**src/pkg/hpfc_pkg.sv**
```systemverilog
// Constants and types for the hub port feature configuration bank
// Notes on behaviour
// - Compound bit three reports compound device
// - Strap mode: any fixed port implies compound
// - Bit three picks standard or re-map numbering
// - LED code 01 speed, others USB mode
// - Indicator support reported only in USB mode
// - Bit zero enables string descriptor support
// - Mask bits 7:1 mark ports non-removable
// - Mask bit zero always reads zero
// - Internal default uses fixed-port straps instead
package hpfc_pkg;
    // ****************************************
    // Register offsets
    // ****************************************
    localparam logic [7:0] HPFC_OFS_COMPOUND = 8'h07;
    localparam logic [7:0] HPFC_OFS_PORTCFG = 8'h08;
    localparam logic [7:0] HPFC_OFS_FIXMASK = 8'h09;
    // ****************************************
    // Field positions and masks
    // ****************************************
    localparam int HPFC_BIT_COMPOUND = 3;
    localparam int HPFC_BIT_RENUMBER = 3;
    localparam int HPFC_BIT_LED_LO = 1;
    localparam int HPFC_BIT_STRING = 0;
    localparam logic [7:0] HPFC_MASK_COMPOUND = 8'h08;
    localparam logic [7:0] HPFC_MASK_PORTCFG = 8'h0f;
    localparam logic [7:0] HPFC_MASK_FIXMASK = 8'hfe;
    // ****************************************
    // Reset values
    // ****************************************
    localparam logic [7:0] HPFC_RST_COMPOUND = 8'h00;
    localparam logic [7:0] HPFC_RST_PORTCFG = 8'h00;
    localparam logic [7:0] HPFC_RST_FIXMASK = 8'h00;
    // ****************************************
    // Indicator behaviour codes
    // ****************************************
    typedef enum logic [1:0] {
        HPFC_LED_USB = 2'b00,
        HPFC_LED_SPEED = 2'b01,
        HPFC_LED_USB_ALT1 = 2'b10,
        HPFC_LED_USB_ALT2 = 2'b11
    } hpfc_led_e;
endpackage

```
**src/core/hpfc_config.sv**
```systemverilog
// Hub port feature configuration register bank
`timescale 1ns/1ps
`default_nettype none
module hpfc_config
    import hpfc_pkg::*;
(
    // Clock and reset
    input wire logic sys_clk,
    input wire logic resetn,
    // Configuration byte port
    input wire logic cfg_wr,
    input wire logic [7:0] cfg_addr,
    input wire logic [7:0] cfg_wdata,
    output logic [7:0] cfg_rdata,
    // Configuration source
    input wire logic use_straps,
    input wire logic [1:0] fixed_port_straps,
    // Reported settings
    output logic compound_report,
    output logic port_renumber_select,
    output logic [1:0] indicator_behaviour_select,
    output logic speed_indication,
    output logic indicator_support,
    output logic string_support,
    output logic [7:0] fixed_port_mask
);
    // ****************************************
    // Strap synchroniser
    // ****************************************
    // Three stages; a change counts once stages two and three agree
    // Stage one may be metastable, so only stage two reads it
    logic [1:0] strap_s1_q, strap_s2_q, strap_s3_q, strap_q;
    logic src_s1_q, src_s2_q, src_s3_q, src_q;
    always_ff @(posedge sys_clk or negedge resetn) begin
        if (!resetn) begin
            strap_s1_q <= 2'h0;
            strap_s2_q <= 2'h0;
            strap_s3_q <= 2'h0;
        end else begin
            strap_s1_q <= fixed_port_straps;
            strap_s2_q <= strap_s1_q;
            strap_s3_q <= strap_s2_q;
        end
    end
    // Agreement filter rejects a one-cycle glitch on a strap pin
    always_ff @(posedge sys_clk or negedge resetn) begin
        if (!resetn) begin
            strap_q <= 2'h0;
        end else if (strap_s2_q == strap_s3_q) begin
            strap_q <= strap_s3_q;
        end
    end
    always_ff @(posedge sys_clk or negedge resetn) begin
        if (!resetn) begin
            src_s1_q <= 1'b0;
            src_s2_q <= 1'b0;
            src_s3_q <= 1'b0;
        end else begin
            src_s1_q <= use_straps;
            src_s2_q <= src_s1_q;
            src_s3_q <= src_s2_q;
        end
    end
    always_ff @(posedge sys_clk or negedge resetn) begin
        if (!resetn) begin
            src_q <= 1'b0;
        end else if (src_s2_q == src_s3_q) begin
            src_q <= src_s3_q;
        end
    end
    // ****************************************
    // Registers
    // ****************************************
    // Address match, shared by write decode and read select
    function automatic logic addr_hit(input logic [7:0] addr, input logic [7:0] ofs);
        return addr == ofs;
    endfunction
    logic [7:0] compound_flag_config_q, port_map_led_string_config_q, fixed_port_mask_q;
    wire hit_comp = addr_hit(cfg_addr, HPFC_OFS_COMPOUND);
    wire hit_port = addr_hit(cfg_addr, HPFC_OFS_PORTCFG);
    wire hit_mask = addr_hit(cfg_addr, HPFC_OFS_FIXMASK);
    wire hit_any = hit_comp || hit_port || hit_mask;
    wire wr_comp = cfg_wr && hit_comp;
    wire wr_port = cfg_wr && hit_port;
    wire wr_mask = cfg_wr && hit_mask;
    // Only the compound bit is kept; stored in strap mode too
    always_ff @(posedge sys_clk or negedge resetn) begin
        if (!resetn) begin
            compound_flag_config_q <= HPFC_RST_COMPOUND;
        end else if (wr_comp) begin
            compound_flag_config_q <= cfg_wdata & HPFC_MASK_COMPOUND;
        end
    end
    // Upper nibble reserved and dropped
    always_ff @(posedge sys_clk or negedge resetn) begin
        if (!resetn) begin
            port_map_led_string_config_q <= HPFC_RST_PORTCFG;
        end else if (wr_port) begin
            port_map_led_string_config_q <= cfg_wdata & HPFC_MASK_PORTCFG;
        end
    end
    // Bit zero never stored, so it cannot leak to the host
    always_ff @(posedge sys_clk or negedge resetn) begin
        if (!resetn) begin
            fixed_port_mask_q <= HPFC_RST_FIXMASK;
        end else if (wr_mask) begin
            fixed_port_mask_q <= cfg_wdata & HPFC_MASK_FIXMASK;
        end
    end
    // ****************************************
    // Derived settings
    // ****************************************
    // Straps cover only two ports; they land on ports 1 and 2
    wire [7:0] strap_mask = {5'h00, strap_q, 1'b0};
    wire [7:0] eff_mask = src_q ? strap_mask : fixed_port_mask_q;
    wire [1:0] led_code = port_map_led_string_config_q[HPFC_BIT_LED_LO +: 2];
    wire compound_d = src_q ? (|strap_mask)
                            : compound_flag_config_q[HPFC_BIT_COMPOUND];
    // Speed code decode, shared by the mode outputs
    function automatic logic speed_code(input logic [1:0] code);
        return code == HPFC_LED_SPEED;
    endfunction
    wire is_speed = speed_code(led_code);
    // Unmapped offsets read zero
    wire [7:0] rdata_d = hit_comp ? compound_flag_config_q :
                         hit_port ? port_map_led_string_config_q :
                         hit_mask ? fixed_port_mask_q : 8'h00;
    // Read data follows the address by one edge
    always_ff @(posedge sys_clk or negedge resetn) begin
        if (!resetn) begin
            cfg_rdata <= 8'h00;
        end else begin
            cfg_rdata <= rdata_d;
        end
    end
    always_ff @(posedge sys_clk or negedge resetn) begin
        if (!resetn) begin
            compound_report <= 1'b0;
        end else begin
            compound_report <= compound_d;
        end
    end
    // Indicator support resets high, as code 00 is USB mode
    always_ff @(posedge sys_clk or negedge resetn) begin
        if (!resetn) begin
            port_renumber_select <= 1'b0;
            indicator_behaviour_select <= 2'h0;
            speed_indication <= 1'b0;
            indicator_support <= 1'b1;
            string_support <= 1'b0;
        end else begin
            port_renumber_select <= port_map_led_string_config_q[HPFC_BIT_RENUMBER];
            indicator_behaviour_select <= led_code;
            speed_indication <= is_speed;
            indicator_support <= !is_speed;
            string_support <= port_map_led_string_config_q[HPFC_BIT_STRING];
        end
    end
    // Strap mask reaches the host only after the filter settles
    always_ff @(posedge sys_clk or negedge resetn) begin
        if (!resetn) begin
            fixed_port_mask <= 8'h00;
        end else begin
            fixed_port_mask <= eff_mask & HPFC_MASK_FIXMASK;
        end
    end
    // ****************************************
    // Assertions
    // ****************************************
    AST_MASK_BIT0: assert property (@(posedge sys_clk) disable iff (!resetn)
        fixed_port_mask[0] == 1'b0 && (!$past(hit_mask) || cfg_rdata[0] == 1'b0))
        else $error("mask bit0 set");
    AST_RESERVED: assert property (@(posedge sys_clk) disable iff (!resetn)
        (compound_flag_config_q & ~HPFC_MASK_COMPOUND) == 8'h00
        && (port_map_led_string_config_q & ~HPFC_MASK_PORTCFG) == 8'h00)
        else $error("reserved set");
    AST_LED_SUPPORT: assert property (@(posedge sys_clk) disable iff (!resetn)
        indicator_support == (indicator_behaviour_select != HPFC_LED_SPEED))
        else $error("indicator support wrong");
    AST_SPEED: assert property (@(posedge sys_clk) disable iff (!resetn)
        (led_code == 2'b01) |=> speed_indication) else $error("speed mode lost");
    AST_SPEED_OFF: assert property (@(posedge sys_clk) disable iff (!resetn)
        (led_code != 2'b01) |=> !speed_indication) else $error("speed mode stuck");
    AST_LED_CODE: assert property (@(posedge sys_clk) disable iff (!resetn)
        indicator_behaviour_select == $past(led_code)) else $error("led code lost");
    AST_COMPOUND: assert property (@(posedge sys_clk) disable iff (!resetn)
        !src_q && compound_flag_config_q[3] |=> compound_report)
        else $error("compound not reported");
    AST_NO_COMPOUND: assert property (@(posedge sys_clk) disable iff (!resetn)
        !src_q && !compound_flag_config_q[3] |=> !compound_report)
        else $error("compound reported");
    AST_STRAP_COMP: assert property (@(posedge sys_clk) disable iff (!resetn)
        src_q && (strap_q != 2'h0) |=> compound_report)
        else $error("strap compound missing");
    AST_STRAP_NOCOMP: assert property (@(posedge sys_clk) disable iff (!resetn)
        src_q && (strap_q == 2'h0) |=> !compound_report) else $error("strap compound extra");
    AST_STRAP_MASK: assert property (@(posedge sys_clk) disable iff (!resetn)
        src_q |=> fixed_port_mask == $past(strap_mask)) else $error("strap mask");
    AST_STRAP_SYNC: assert property (@(posedge sys_clk) disable iff (!resetn)
        !$stable(strap_q) |-> $past(strap_s2_q) == $past(strap_s3_q))
        else $error("strap filter bypassed");
    AST_REG_MASK: assert property (@(posedge sys_clk) disable iff (!resetn)
        !src_q |=> fixed_port_mask == $past(fixed_port_mask_q))
        else $error("register mask not reported");
    AST_RENUMBER: assert property (@(posedge sys_clk) disable iff (!resetn)
        wr_port |-> ##2 port_renumber_select == $past(cfg_wdata[3], 2))
        else $error("renumber wrong");
    AST_STRING: assert property (@(posedge sys_clk) disable iff (!resetn)
        wr_port |-> ##2 string_support == $past(cfg_wdata[0], 2))
        else $error("string wrong");
    AST_MASK_WR: assert property (@(posedge sys_clk) disable iff (!resetn)
        wr_mask && !src_q && !src_s3_q |-> ##2 fixed_port_mask == ($past(cfg_wdata, 2) & 8'hfe))
        else $error("mask write wrong");
    AST_RD_COMP: assert property (@(posedge sys_clk) disable iff (!resetn)
        $past(hit_comp) |-> cfg_rdata == $past(compound_flag_config_q))
        else $error("compound read wrong");
    AST_RD_PORT: assert property (@(posedge sys_clk) disable iff (!resetn)
        $past(hit_port) |-> cfg_rdata == $past(port_map_led_string_config_q))
        else $error("port config read wrong");
    AST_RD_MASK: assert property (@(posedge sys_clk) disable iff (!resetn)
        $past(hit_mask) |-> cfg_rdata == $past(fixed_port_mask_q))
        else $error("mask read wrong");
    AST_UNMAPPED_RD: assert property (@(posedge sys_clk) disable iff (!resetn)
        !$past(hit_any) |-> cfg_rdata == 8'h00) else $error("unmapped read not zero");
    AST_UNMAPPED_WR: assert property (@(posedge sys_clk) disable iff (!resetn)
        cfg_wr && !hit_any |=> $stable(compound_flag_config_q)
        && $stable(port_map_led_string_config_q) && $stable(fixed_port_mask_q))
        else $error("unmapped write landed");
    // ****************************************
    // Cover points
    // ****************************************
    COV_COMPOUND: cover property (@(posedge sys_clk) disable iff (!resetn) wr_comp ##2 compound_report);
    COV_SPEED: cover property (@(posedge sys_clk) disable iff (!resetn) wr_port ##2 speed_indication);
    COV_STRAP: cover property (@(posedge sys_clk) disable iff (!resetn) src_q && compound_report);
    COV_REMAP_STRING: cover property (@(posedge sys_clk) disable iff (!resetn)
        wr_port ##2 (port_renumber_select && string_support));
    COV_UNMAPPED_WR: cover property (@(posedge sys_clk) disable iff (!resetn)
        cfg_wr && !hit_any);
endmodule
`default_nettype wire

```
**config.mk**
```make
export PLATFORM = sky130hd
export DESIGN_NAME = hpfc_config
export DESIGN_NICKNAME = d
export VERILOG_FILES = /design/src/pkg/hpfc_pkg.sv /design/src/core/hpfc_config.sv
export SDC_FILE = /design/constraint.sdc
export NUM_CORES = 1
export LEC_CHECK = 0
export ABC_AREA = 1
export ABC_CLOCK_PERIOD_IN_PS = 2000
export BUFFER_PORTS_ARGS = -buffer_cell sky130_fd_sc_hd__buf_2
export CORE_MARGIN = 3
export CORE_UTILIZATION = 50
export DETAILED_ROUTE_END_ITERATION = 6
export PLACE_DENSITY = 0.76
export SETUP_SLACK_MARGIN = 0.2
export SLEW_MARGIN = 20
export SYNTH_ARGS = -nofsm -noshare
export SYNTH_HDL_FRONTEND = slang
export SYNTH_SLANG_ARGS = --single-unit
```
**constraint.sdc**
```tcl
create_clock -name sys_clk -period 2 [get_ports sys_clk]
set_input_delay 0 -clock sys_clk [delete_from_list [all_inputs] [get_ports sys_clk]]
set_output_delay 0 -clock sys_clk [all_outputs]
set_load 0.02 [all_outputs]
```
==> results by group <==
Outcome
  – Outcome: finished clean

Place
  – Buffers on Ports: 43
  – RePlAce Congestion: 0.732
  – Pre-CTS WS: 1.02 ns
  – Placement-stage cell area: 2000 sq um
  – Post-DP HPWL: 2.24 mm

Timing
  – F_max: 0.974 GHz
  – Tightest Pin Transition: 0.951 ns
  – Final Critical Period: 1.03 ns
  – Final slew viol count: 0
  – RSZ-0062 raised after global routing: false
  – Final Hold Fails: 0
  – Skew final: 0.00673 ns
  – Setup Total Neg Slack: 0 ns
  – Setup violators final: 0
  – Slew headroom: 0.366
  – Post-route worst setup slack: 0.973 ns
  – Final period utilization: 0.514

Layout
  – Util after Layout: 0.699
  – Area delta synth->final: 27.3%
  – Final net count: 244
  – # diodes: 0
  – Ratio of cells with drive above 1 in the final layout: 0.314
  – Final instance area: 2220 sq um

Yosys
  – Top-area cell type share of the netlist area: 0.645
  – Post-synthesis net count: 185
  – Synth area leaders: dfrtp_1, nand2_1, nand3_1
  – Netlist cell types: 24
  – Post-Synthesis Cells: 163
  – Synthesized area per cell: 10.7 sq um
  – FF+latch count, synth: 46
  – Cell Area, Synth: 1750 sq um
  – Yosys warnings: 0
  – Sequential fraction of the synthesis area: 0.660
  – Synth area leader: dfrtp_1

Hold path
  – Type of the most critical hold path: primary input to flip-flop

Setup path
  – Worst-path fanout max: 1
  – Worst Path Arrival: 1.03 ns
  – Setup crit end kind: output port
  – Worst setup SP type: flip-flop
  – Worst path top cell family by delay: flip-flops
  – Buffer and inverter count on the worst path: 1
  – CP cell instances: buf_2
  – Crit path required time: 2.00 ns
  – Crit-path max cell delay: 0.53 ns
  – CP Class: flip-flop to output port
  – Slowest-stage cell, CP: dfstp_2

Routing
  – Antenna-violating nets left: 0
  – Wl on met1: 1.29 mm
  – Vias: 1249
  – DR WL/cell: 11.8 microns
  – Vias per cell: 4.68
  – Routed met3 length: 163 microns
  – Drt drc: 0
  – Highest metal used: met4
  – Initial DRC count: 34
  – Met2 Routed Length: 1.65 mm
  – First-pass iteration count of the detailed router: 4
  – DRT Wirelength: 3.15 mm

Job
  – Max-Cap Viols: 0

Clock tree
  – Root buffer cell: clkbuf_4
  – Sink Count: 46
  – TritonCTS clock tree: yes
  – H-tree lvl count: 2
  – Clock latency on the worst-skew pair: 0.35 ns
  – TritonCTS buffer count: 5
  – CTS clk-pin slew, worst paths: 0.12 ns
  – Clock buffer depth: 2
  – Post-CTS sizing: 0

Die
  – Core box area: 3180 sq um
  – Chip Height: 65.1 microns
  – Die W: 65.1 microns
  – Boundary pin count: 45
  – Row cnt: 20
  – Die area: 4240 sq um
  – Initial Util: 0.549

Global route
  – Largest net degree at the start of global routing: 47
  – Gr usage total: 0.177
  – GR Overflow Total: 0
  – First-pass GRT wire length: 5.55 mm
  – Initial antenna violation count: 0
  – Vias in the first global route: 1287

Power and ir drop
  – Power Density: 836 nW/um^2
  – Tot Pwr: 1860 uW
  – Peak supply drop: 0.530 mV
  – Leak: 0.00121 uW
final cells by class:
class                           instances  area [sq um]
Sequential cell                        46          1150
Fill cell                             242           956
Multi-Input combinational cell         99           512
Clock inverter                          3          68.8
Clock buffer                            5          37.5
Timing Repair Buffer                   55           335
Tap cell                               44          55.1
Inverter                               15          61.3
layer usage:
metal / GRT usage / vias to the layer above
li1: - / 618
met1: 0.196 / 594
met2: 0.315 / 32
met3: 0.0589 / 5
met4: 0.0622 / 0
met5: 0 / -
power breakdown:
part | switching [uW] | leakage [uW] | total [uW] | internal (uW)
logic | 111 | 0.000547 | 179 | 68.0
clock network | 282 | 0.0000554 | 673 | 391
registers | 27.1 | 0.000606 | 1010 | 979
stage by stage:
step / instances / hold slack [ns]
after floorplan: 163 / -0.296
after global placement: 247 / 0.108
after detailed placement: 247 / 0.113
after CTS: 267 / 0.00531
after global routing: 267 / 0.0280
final: 267 / 0.0209
registers in the layout, summed over array words and instances, names as in the netlist, 2 cells and up:
name                          flops
cfg_rdata                         8
fixed_port_mask                   7
fixed_port_mask_q                 7
port_map_led_string_config_q      4
indicator_behaviour_select        2
strap_q                           2
strap_s1_q                        2
strap_s2_q                        2
strap_s3_q                        2
repair_timing:
action	in CTS	in global routing
endpoints found under the hold margin	60	0
setup buffers	0	0
hold buffers	12	0
cell families after synthesis:
family                     count (synthesis)  synth area share
adders and majority gates                  1           0.00573
buffers and inverters                     18            0.0466
other                                      1           0.00215
DFF                                       46             0.660
and+or+nand+nor                           94             0.272
xor gates and xnor gates                   2            0.0100
AOI/OAI and AO/OA                          1           0.00286
path summary, 6_finish.rpt:
check	from	to	slack, ns	depth (start not counted)
max in group asynchronous	resetn	speed_indication	1.09	2
worst max register to register	src_q	src_q	0.99	1
worst min register to register	strap_s1_q[0]	strap_s2_q[0]	0.36	0
worst max-delay path	indicator_support	indicator_support	0.97	1
worst min-delay path	cfg_wr	fixed_port_mask_q[7]	0.02	3
min in group asynchronous	resetn	cfg_rdata[7]	0.32	2
cell usage in the layout (no fill, tap or decap), drive strengths merged, types with 2 or more instances in the layout:
cell type    count
buf             43
bufinv           2
clkbuf           5
clkinv           2
dfrtp           45
dlygate4sd3     12
inv             14
nand2           53
nand3           19
nor2            17
nor3             4
xnor2            2
cell usage after synthesis:
cell / n
nor2_8: 1
dfstp_2: 1
buf_2: 1
dfrtp_1: 45
nor3_1: 3
nand2_4: 1
nor2_2: 5
xnor2_1: 2
nand3_2: 2
buf_4: 2
nor2_1: 8
nor2_4: 3
conb_1: 1
o21ai_1: 1
maj3_1: 1
nand2_1: 50
nand3_1: 16
nand2_2: 2
inv_2: 1
clkinv_4: 1
nand4_1: 1
nor3_2: 1
inv_1: 13
nand3_4: 1
(Power assumes the default switching activity.)
